File: src/async_tx_regs.vh
// Register offsets, field positions, reset values and timing constants
// for the asynchronous serial transmitter. Definitions only.
`ifndef ASYNC_TX_REGS_VH
`define ASYNC_TX_REGS_VH

// Register byte offsets on the APB window
`define OFS_SERIAL_DATA_REG   12'h000
`define OFS_SERIAL_STATUS_REG 12'h004
`define OFS_TX_CTRL           12'h008
`define OFS_TX_BAUD           12'h00C
`define OFS_RX_BAUD           12'h010
`define OFS_IRQ_STATUS        12'h014
`define OFS_IRQ_CLEAR         12'h018
`define OFS_IRQ_ENABLE        12'h01C

// Control register fields
`define CTRL_TX_GO            0
`define CTRL_RX_GO            1
`define CTRL_SEND_BREAK       2
`define CTRL_NINE_BIT         3
`define CTRL_TX_NINTH_BIT     4
`define CTRL_EMPTY_IRQ_EN     5
`define CTRL_DONE_IRQ_EN      6
`define CTRL_WIDTH            7
`define CTRL_RESET            7'h00

// Serial status register fields
`define STAT_TX_EMPTY         7
`define STAT_TX_DONE          6

// Sticky event bits of the interrupt status register
`define EVT_TX_EMPTY          0
`define EVT_TX_DONE           1
`define EVT_WIDTH             2
`define EVT_RESET             2'h0

// Baud divisor: CPU clocks per bit time minus one, 16 bits
`define BAUD_WIDTH            16
`define BAUD_RESET            16'h0032

// Clock and fastest bit rate
`define CLK_HZ                25000000
`define MAX_BAUD              500000
`define MIN_BIT_CYCLES        (`CLK_HZ / `MAX_BAUD)

`endif

File: src/async_serial_transmitter.v
// Transmit half of an asynchronous NRZ serial interface behind APB.
// Assumes a single 25 MHz clock, synchronous active-high reset, a
// standard APB master and a global interrupt mask input from the CPU.
`timescale 1ns/1ps
`default_nettype none
`include "async_tx_regs.vh"

module async_serial_transmitter (
  input  wire        clk_sys_i,     // System clock, 25 MHz
  input  wire        srst_i,        // Synchronous reset, active high
  input  wire        psel_i,        // APB select
  input  wire        penable_i,     // APB access phase
  input  wire        pwrite_i,      // APB direction, high for write
  input  wire [11:0] paddr_i,       // APB byte address
  input  wire [31:0] pwdata_i,      // APB write data
  output wire        pready_o,      // APB ready, always high
  output reg  [31:0] prdata_o,      // APB read data
  output wire        pslverr_o,     // APB error on unmapped address
  input  wire        irq_mask_i,    // CPU global interrupt mask
  output wire        serial_tx_o,   // Serial data out
  output wire        serial_tx_oe_o,// High while serial function owns pin
  output wire        rx_baud_tick_o,// Receive bit tick for receiver
  output wire        irq_o          // Level interrupt
);

  // Transmit sequencer states
  localparam [1:0] ST_IDLE  = 2'b00;
  localparam [1:0] ST_FRAME = 2'b01;
  localparam [1:0] ST_MARK  = 2'b10;

  // Frame kinds
  localparam [1:0] K_DATA  = 2'b00;
  localparam [1:0] K_IDLE  = 2'b01;
  localparam [1:0] K_BREAK = 2'b10;

  reg  [`CTRL_WIDTH-1:0] ctrl;
  reg  [`BAUD_WIDTH-1:0] tx_baud;
  reg  [`BAUD_WIDTH-1:0] rx_baud;
  reg  [`BAUD_WIDTH-1:0] tx_cnt;
  reg  [`BAUD_WIDTH-1:0] rx_cnt;
  reg  [`EVT_WIDTH-1:0]  evt_status;
  reg  [`EVT_WIDTH-1:0]  evt_enable;
  reg  [8:0]             tx_holding_buffer;
  reg                    hold_full;
  reg                    tx_buffer_empty_flag;
  reg                    tx_done_flag;
  reg                    status_seen;
  reg                    idle_pending;
  reg                    tx_go_d;
  reg  [1:0]             state;
  reg  [1:0]             kind;
  reg  [10:0]            shifter;
  reg  [3:0]             bits_left;
  reg                    line;

  wire tx_go     = ctrl[`CTRL_TX_GO];
  wire rx_go     = ctrl[`CTRL_RX_GO];
  wire send_break = ctrl[`CTRL_SEND_BREAK];
  wire nine_bit  = ctrl[`CTRL_NINE_BIT];

  // APB decode; zero wait states
  wire acc      = psel_i & penable_i;
  wire wr       = acc & pwrite_i;
  wire rd       = acc & ~pwrite_i;
  wire a_data   = (paddr_i == `OFS_SERIAL_DATA_REG);
  wire a_stat   = (paddr_i == `OFS_SERIAL_STATUS_REG);
  wire a_ctrl   = (paddr_i == `OFS_TX_CTRL);
  wire a_tbaud  = (paddr_i == `OFS_TX_BAUD);
  wire a_rbaud  = (paddr_i == `OFS_RX_BAUD);
  wire a_ist    = (paddr_i == `OFS_IRQ_STATUS);
  wire a_iclr   = (paddr_i == `OFS_IRQ_CLEAR);
  wire a_ien    = (paddr_i == `OFS_IRQ_ENABLE);
  wire mapped   = a_data | a_stat | a_ctrl | a_tbaud | a_rbaud |
                  a_ist | a_iclr | a_ien;
  assign pready_o  = 1'b1;
  assign pslverr_o = acc & ~mapped;

  wire data_wr    = wr & a_data;
  // Flag clear needs a prior status read; unread writes still load data
  wire seq_clear  = data_wr & status_seen;

  // Bit timer; divisor of zero gives one-clock bits
  wire tx_tick = (tx_cnt == {`BAUD_WIDTH{1'b0}});
  wire rx_tick = (rx_cnt == {`BAUD_WIDTH{1'b0}});
  assign rx_baud_tick_o = rx_tick & rx_go;

  // Independent transmit and receive bit timers
  always @(posedge clk_sys_i) begin
    if (srst_i) begin
      tx_cnt <= {`BAUD_WIDTH{1'b0}};
      rx_cnt <= {`BAUD_WIDTH{1'b0}};
    end else begin
      // Reload with the divisor itself: a bit lasts divisor+1 clocks
      if (tx_tick || state == ST_IDLE)
        tx_cnt <= tx_baud;
      else
        tx_cnt <= tx_cnt - 1'b1;
      if (rx_tick || !rx_go)
        rx_cnt <= rx_baud;
      else
        rx_cnt <= rx_cnt - 1'b1;
    end
  end

  // Frame ends on the tick that finishes the stop position
  wire frame_end = (state == ST_FRAME) && tx_tick && (bits_left == 4'h1);
  wire mark_end  = (state == ST_MARK) && tx_tick;
  wire tx_rise   = tx_go & ~tx_go_d;

  // Frame lengths: start + data + stop, 10 or 11 bit times
  wire [3:0] frame_bits = nine_bit ? 4'hB : 4'hA;

  // Data word with start bit at bit 0, stop bit at top, LSB first
  wire [8:0]  word_in   = nine_bit ? {ctrl[`CTRL_TX_NINTH_BIT],
                                      pwdata_i[7:0]}
                                   : {1'b1, pwdata_i[7:0]};
  wire [8:0]  hold_word = tx_holding_buffer;
  wire [10:0] data_frame_w = {1'b1, word_in, 1'b0};
  wire [10:0] data_frame_h = {1'b1, hold_word, 1'b0};

  // A direct write loads the shifter only when nothing is pending
  wire idle_free   = (state == ST_IDLE) && !idle_pending && !send_break;
  wire direct_load = data_wr && tx_go && idle_free && !hold_full;

  // Sequencer: idle frames, break frames, data frames, trailing mark
  always @(posedge clk_sys_i) begin
    if (srst_i) begin
      state        <= ST_IDLE;
      kind         <= K_DATA;
      shifter      <= 11'h7FF;
      bits_left    <= 4'h0;
      line         <= 1'b1;
      idle_pending <= 1'b0;
      tx_go_d      <= 1'b0;
      hold_full    <= 1'b0;
      tx_holding_buffer <= 9'h000;
    end else begin
      tx_go_d <= tx_go;
      // Idle frame queued on each rising tx_go
      if (tx_rise)
        idle_pending <= 1'b1;
      // Buffered write while busy waits in the holding buffer
      if (data_wr && tx_go && !direct_load) begin
        tx_holding_buffer <= word_in;
        hold_full         <= 1'b1;
      end
      if (!tx_go) begin
        // Dropping tx_go discards pending data
        state     <= ST_IDLE;
        line      <= 1'b1;
        hold_full <= 1'b0;
      end else begin
        case (state)
          ST_IDLE: begin
            line <= 1'b1;
            if (idle_pending) begin
              state        <= ST_FRAME;
              kind         <= K_IDLE;
              shifter      <= 11'h7FF;
              bits_left    <= frame_bits;
              idle_pending <= tx_rise;
              line         <= 1'b1;
            end else if (send_break) begin
              state     <= ST_FRAME;
              kind      <= K_BREAK;
              shifter   <= 11'h000;
              bits_left <= frame_bits;
              line      <= 1'b0;
            end else if (hold_full) begin
              state     <= ST_FRAME;
              kind      <= K_DATA;
              shifter   <= {1'b1, data_frame_h[10:1]};
              bits_left <= frame_bits;
              line      <= 1'b0;
              hold_full <= data_wr;
            end else if (direct_load) begin
              state     <= ST_FRAME;
              kind      <= K_DATA;
              shifter   <= {1'b1, data_frame_w[10:1]};
              bits_left <= frame_bits;
              line      <= 1'b0;
            end
          end
          ST_FRAME: begin
            if (tx_tick) begin
              bits_left <= bits_left - 4'h1;
              line      <= shifter[0];
              shifter   <= {1'b1, shifter[10:1]};
              if (bits_left == 4'h1) begin
                if (kind == K_BREAK && send_break) begin
                  shifter   <= 11'h7FF;
                  bits_left <= frame_bits;
                  line      <= 1'b0;
                end else if (kind == K_BREAK) begin
                  state <= ST_MARK;
                  line  <= 1'b1;
                end else begin
                  state <= ST_IDLE;
                  line  <= 1'b1;
                end
              end
            end
            if (kind == K_BREAK && bits_left != 4'h1)
              line <= 1'b0;
          end
          ST_MARK: begin
            line <= 1'b1;
            if (mark_end)
              state <= ST_IDLE;
          end
          default: begin
            state <= ST_IDLE;
            line  <= 1'b1;
          end
        endcase
      end
    end
  end

  // Shifter takes a new word: transfer beginning with buffer now empty
  wire start_data = tx_go && (state == ST_IDLE) && !idle_pending &&
                    !send_break && (hold_full || direct_load) &&
                    !(hold_full && data_wr);
  wire done_evt   = frame_end && !(kind == K_BREAK && send_break) &&
                    (kind != K_IDLE);
  wire break_done = frame_end && kind == K_BREAK && send_break;

  // Flags; a hardware set wins over a same-cycle software clear
  always @(posedge clk_sys_i) begin
    if (srst_i) begin
      tx_buffer_empty_flag <= 1'b1;
      tx_done_flag         <= 1'b1;
      status_seen          <= 1'b0;
    end else begin
      if (rd && a_stat)
        status_seen <= 1'b1;
      else if (data_wr)
        status_seen <= 1'b0;
      if (start_data)
        tx_buffer_empty_flag <= 1'b1;
      else if (seq_clear)
        tx_buffer_empty_flag <= 1'b0;
      if (done_evt || break_done)
        tx_done_flag <= 1'b1;
      else if (seq_clear)
        tx_done_flag <= 1'b0;
    end
  end

  // Sticky interrupt events, cleared by writing ones
  wire [`EVT_WIDTH-1:0] evt_set;
  assign evt_set[`EVT_TX_EMPTY] = start_data;
  assign evt_set[`EVT_TX_DONE]  = done_evt | break_done;

  // Configuration registers
  always @(posedge clk_sys_i) begin
    if (srst_i) begin
      ctrl       <= `CTRL_RESET;
      tx_baud    <= `BAUD_RESET;
      rx_baud    <= `BAUD_RESET;
      evt_status <= `EVT_RESET;
      evt_enable <= `EVT_RESET;
    end else begin
      if (wr && a_ctrl)
        ctrl <= pwdata_i[`CTRL_WIDTH-1:0];
      if (wr && a_tbaud)
        tx_baud <= pwdata_i[`BAUD_WIDTH-1:0];
      if (wr && a_rbaud)
        rx_baud <= pwdata_i[`BAUD_WIDTH-1:0];
      if (wr && a_ien)
        evt_enable <= pwdata_i[`EVT_WIDTH-1:0];
      evt_status <= evt_set |
                    (evt_status & ~((wr && a_iclr) ?
                     pwdata_i[`EVT_WIDTH-1:0] : `EVT_RESET));
    end
  end

  // Read data, registered on the setup cycle
  always @(posedge clk_sys_i) begin
    if (srst_i)
      prdata_o <= 32'h00000000;
    else if (psel_i && !penable_i && !pwrite_i) begin
      prdata_o <= 32'h00000000;
      if (a_stat) begin
        prdata_o[`STAT_TX_EMPTY] <= tx_buffer_empty_flag;
        prdata_o[`STAT_TX_DONE]  <= tx_done_flag;
      end
      if (a_ctrl)
        prdata_o[`CTRL_WIDTH-1:0] <= ctrl;
      if (a_tbaud)
        prdata_o[`BAUD_WIDTH-1:0] <= tx_baud;
      if (a_rbaud)
        prdata_o[`BAUD_WIDTH-1:0] <= rx_baud;
      if (a_ist)
        prdata_o[`EVT_WIDTH-1:0] <= evt_status;
      if (a_ien)
        prdata_o[`EVT_WIDTH-1:0] <= evt_enable;
    end
  end

  // Pin ownership: port logic regains pin when both directions are off
  assign serial_tx_oe_o = tx_go | rx_go;
  assign serial_tx_o    = tx_go ? line : 1'b1;

  // Interrupt: level flags and sticky events gated by enables and the CPU global mask
  wire flag_irq = (tx_buffer_empty_flag & ctrl[`CTRL_EMPTY_IRQ_EN]) |
                  (tx_done_flag & ctrl[`CTRL_DONE_IRQ_EN]);
  assign irq_o = ~irq_mask_i & (flag_irq | |(evt_status & evt_enable));

endmodule
`default_nettype wire

File: config.mk
export PLATFORM = sky130hd
export DESIGN_NAME = async_serial_transmitter
export DESIGN_NICKNAME = d
export VERILOG_FILES = /design/src/async_serial_transmitter.v
export VERILOG_INCLUDE_DIRS = /design/src /design/src/src
export SDC_FILE = /design/constraint.sdc
export NUM_CORES = 1
export LEC_CHECK = 0
export ABC_AREA = 0
export BUFFER_PORTS_ARGS = -buffer_cell sky130_fd_sc_hd__buf_4
export CAP_MARGIN = 5
export CORE_ASPECT_RATIO = 0.7
export CORE_MARGIN = 8
export CORE_UTILIZATION = 52
export CTS_BUF_LIST = sky130_fd_sc_hd__clkbuf_4 sky130_fd_sc_hd__clkbuf_8 sky130_fd_sc_hd__clkbuf_16
export DETAILED_ROUTE_END_ITERATION = 16
export GPL_TIMING_DRIVEN = 0
export HOLD_SLACK_MARGIN = 0.12
export PLACE_DENSITY_LB_ADDON = 0.25
export RECOVER_POWER = 50
export SETUP_SLACK_MARGIN = 0.3
export SLEW_MARGIN = 20
export SYNTH_ARGS = -nofsm -noshare
export SYNTH_HDL_FRONTEND = slang
export SYNTH_SLANG_ARGS = --single-unit
File: constraint.sdc
create_clock -name clk_sys_i -period 2 [get_ports clk_sys_i]
set_input_delay 0.4 -clock clk_sys_i [delete_from_list [all_inputs] [get_ports clk_sys_i]]
set_output_delay 0.4 -clock clk_sys_i [all_outputs]
set_load 0.03 [all_outputs]
==> impl_summary.md <==
Outcome
The flow ran to the end, but the final reports show violations. The checks that failed: setup timing.

Timing
The final setup slack of the worst path is -160.1 ps. The slew at the pin closest to its max-slew limit is roughly 800 ps. The worst pin sits at a relative slew slack of between 40% and 50%. The number of max-slew violations in the final report was 0. After layout, the worst path uses 108.0% of the clock period. The number of endpoints with negative hold slack in the final report is 0. Between clock sinks in the finished design, the worst skew comes to between 9 and 10 ps. Adding up every negative setup slack in the final design gives -949.8 ps. The minimum period implied by the final worst setup slack is 2160 ps. Setup repair after global routing could not meet its margin everywhere. The smallest hold slack is between 200 and 250 ps. The fmax is between 0.4 and 0.5 GHz.

Setup violations remaining at the end of the flow were counted as 19.

Power and ir drop
The power density normalized to cell area is approximately 730 nW/µm². The total leakage power is between 3 and 4 nW. The maximum ir drop on the vdd rail is between 0.0007 and 0.0008 V.

Routing
Detailed routing inserted a total of ~6600 vias. The routed wire length is 24310 µm. The via density per instance is 6.420.

In this run, the number of DRC markers left after iteration 0 of detailed routing was between 800 and 900. Dividing the detail-routed wire length by the instance count gives about 24 µm. Once detail routing completed, the nets flagged for antenna violations numbered 0. Before antenna repair, the detailed router went through 5 iterations.

The count of unresolved DRC violations after routing is 0.

Synth
The number of different library cells in the post-synthesis netlist is 70. The async set-or-reset flop fraction in the synthesized netlist is 0%. After synthesis, the share of cell area in mux cells is 5.455%. The number of synthesized flops with an enable pin is 0.

Counting every instance in the synthesized netlist gives around 700. In this run the cell area of the synthesized design comes to between 6000 and 7000 µm². In this run, synthesis produced a sequential element count of roughly 130. The cell taking the most area after synthesis is sky130_fd_sc_hd__dfxtp_1. The number of warnings issued by yosys is 0. Dividing the synthesized area by the synthesized cell count gives 8.740 µm².

The dominant combinational cell family by area after synthesis is simple AND/OR/NAND/NOR gates. The synthesized netlist devotes 1.231% of its cell area to adder and majority cells. The top cell type's share of synthesized area is about two fifths. The area fraction in compound gates after synthesis is between 10% and 20%. Of the total synthesized cell area, the portion taken by AND, OR, NAND and NOR gates is between 20% and 30%. Yosys attributes the largest share of cell area to sky130_fd_sc_hd__dfxtp_1 41%, sky130_fd_sc_hd__nor2_1 5.8%, sky130_fd_sc_hd__mux2i_1 5.1%. The most used flip-flop cell after synthesis is sky130_fd_sc_hd__dfxtp_1. The sequential fraction of the synthesis area is about two fifths. The xor-xnor portion of the synthesized cell area is between 3 and 4%.

Clock tree
Clock-pin slew was measured on the worst setup and hold paths at about 60 ps. Counting the buffers created by CTS gives 17. The longest clock path from root to sink contains 2 buffers.

TritonCTS built the clock tree. CTS built an H-tree with a depth of 4. The total clock sinks is 126. The clock insertion delay at the later pin of the skew report is ~440 ps. The clock root buffer is sky130_fd_sc_hd__clkbuf_16.

Finish
The area growth from synthesis to final layout is 51.78%. Excluding fillers, the count of instances in the completed layout stands at 1033. Once layout is done, the placed cells without fillers occupy about 9300 µm². The final layout contains 919 nets. The number of filler cells placed in the layout is 643. The most common cell after layout, fill and taps aside is sky130_fd_sc_hd__dfxtp_1. The multi-input logic area is between 4000 and 5000 µm². In the final layout, the share of cells above drive strength 1 is between 40% and 50%. The library cells used most frequently in the layout, excluding fill and tap cells, are 110 x sky130_fd_sc_hd__dfxtp_1, 101 x sky130_fd_sc_hd__buf_4, 61 x sky130_fd_sc_hd__nor2_1. The number of diodes is 0. In the final layout, flip-flops and latches occupy about 2600 µm².

Global routing
The final global-route overflow total is 0. Entering global routing, the biggest net connects 17 pins. The initial antenna violation count is 0. Across every metal layer, demand over resource in global routing totals roughly 27%.

The via count of the first global-routing pass is 6308. The first-pass GRT wire length is roughly 34000 µm.

Critical path
The data required time at the worst endpoint is 1600 ps. The worst register-to-register path has a setup slack of -70 ps. The endpoint arrival time on the critical path is 1760 ps. The worst setup path is launched from a flip-flop.

Measured in cells, the most critical reg-to-reg path has a length of 7. The critical path in this run is classified as flip-flop to primary output. In this run the critical register-to-register path is captured at shifter[7]$_SDFFE_PP1P_. The sort of element at the end of the critical path is a primary output. Of all nets on the critical path, the largest fanout is 3.

The startpoint of the most critical register-to-register path is tx_cnt[0]$_SDFF_PP0_.

Placed design
Routability-driven placement finished with a final weighted congestion of roughly 0.9. The number of I/O port buffers is 53. The post-detailed-placement half-perimeter wirelength is ~13000 µm. The number of cells after detailed placement is slightly above 900. The area after detailed placement is around 6900 µm².

Die
The total core area is approximately 12000 µm². The floorplan has 33 rows. From bottom edge to top edge, the die measures around 110 µm. The initial utilization of the core area, before any placement, comes to roughly 53%. between 80 and 90 I/O pins were placed. The die covers ~16000 µm². The floorplan step set the die width to 145.5 µm.

Flow run
The count of max-cap constraint violations is 0.

Hold path
The count of cells along the worst hold path is 3. The launch point of the worst hold path is pwdata_i[8]. The path class of the lowest-slack min-delay path is input pin to flip-flop. The end point of the most critical hold path is rx_baud[8]$_SDFFE_PP0P_.
## cell type report
| class | count | share of cell area (%) |
|---|---|---|
| Multi-Input combinational cell | 519 | 45.97 |
| Sequential cell | 126 | 27.59 |
| Timing Repair Buffer | 131 | 11.46 |
| Buffer | 59 | 5.216 |
| Clock buffer | 18 | 4.675 |
| Clock inverter | 14 | 2.608 |
| Tap cell | 157 | 2.121 |
| Inverter | 9 | 0.3648 |
## layer usage
layer	share of wire [%]	up-vias	wire [µm]	global-route usage (%)
li1	-	2835	-	-
met1	39	3226	9374	33.31
met2	47	469	11390	43.45
met3	11	102	2557	7.699
met4	4.0	0	984	14.80
met5	0	-	0	0
## sequential cells by signal, indices dropped and copies added, names as in the netlist, 2 cells and up
signal	cells
bits_left	4
ctrl	7
evt_enable	2
evt_status	2
hold_word	9
kind	2
prdata_o	16
rx_baud	16
rx_cnt	16
shifter	11
state	2
tx_baud	16
tx_cnt	16
## worst max-delay path by stage
stage,startpoint,endpoint,slack [ps],cells past startpoint
detailed placement,paddr_i[1],shifter[8]$_SDFFE_PP1P_,-420,6
global route,rx_cnt[6]$_SDFF_PP0_,rx_baud_tick_o,-240,4
global placement,paddr_i[4],shifter[7]$_SDFFE_PP1P_,-350,6
finish,rx_cnt[4]$_SDFF_PP0_,rx_baud_tick_o,-160,4
CTS,rx_cnt[4]$_SDFF_PP0_,rx_baud_tick_o,-160,4
floorplan,tx_cnt[2]$_SDFF_PP0_,shifter[1]$_SDFFE_PP1P_,110,5
## cell usage after synthesis, types with 9 or more instances
cell                         n
sky130_fd_sc_hd__buf_4      18
sky130_fd_sc_hd__xnor2_1    10
sky130_fd_sc_hd__nor2_1     95
sky130_fd_sc_hd__a221o_1    11
sky130_fd_sc_hd__nor3_1     19
sky130_fd_sc_hd__nor2b_1    11
sky130_fd_sc_hd__mux2i_1    31
sky130_fd_sc_hd__a211oi_1   34
sky130_fd_sc_hd__a221oi_1   14
sky130_fd_sc_hd__inv_1       9
sky130_fd_sc_hd__dfxtp_1   126
sky130_fd_sc_hd__nand2_1    73
sky130_fd_sc_hd__o21ai_0    10
sky130_fd_sc_hd__nand3_1    13
sky130_fd_sc_hd__clkbuf_1   26
sky130_fd_sc_hd__a21oi_1    48
sky130_fd_sc_hd__xor2_1     15
## repair_timing
action	CTS	global route
endpoints found under the setup margin	93	124
hold buffers	0	0
pin swaps	76	54
gates cloned	7	3
buffers inserted	55	13
resized for setup	165	132
## stage by stage
step | setup slack (ps) | util (%) | total power [mW]
finish | -160.1 | 80.10 | 6.742
floorplan | 105.4 | - | 2.878
global route | -241.3 | 80.10 | 6.855
detailed placement | -425.0 | 60.02 | 3.046
global placement | -351.0 | 60.02 | 3.034
CTS | -156.8 | 75.38 | 6.613
## worst max-delay path, stage by stage, from the launching register on
cell and delay [ps]:
sky130_fd_sc_hd__dfxtp_2 350, sky130_fd_sc_hd__nor4_4 310, sky130_fd_sc_hd__nand4b_1 210, sky130_fd_sc_hd__nor4b_4 250, sky130_fd_sc_hd__buf_4 200
## logic make-up after synthesis
family,Yosys count
fa+ha+maj,6
compound gates,153
other cells,2
xor+xnor,25
simple gates,285
buf+inv,68
mux,33
flops,126
## power breakdown
group | switching [mW] | internal (mW)
logic | 0.357 | 0.219
registers | 0.0182 | 2.53
clock network | 1.27 | 2.35
No activity file was read; power rests on OpenSTA's default activity.
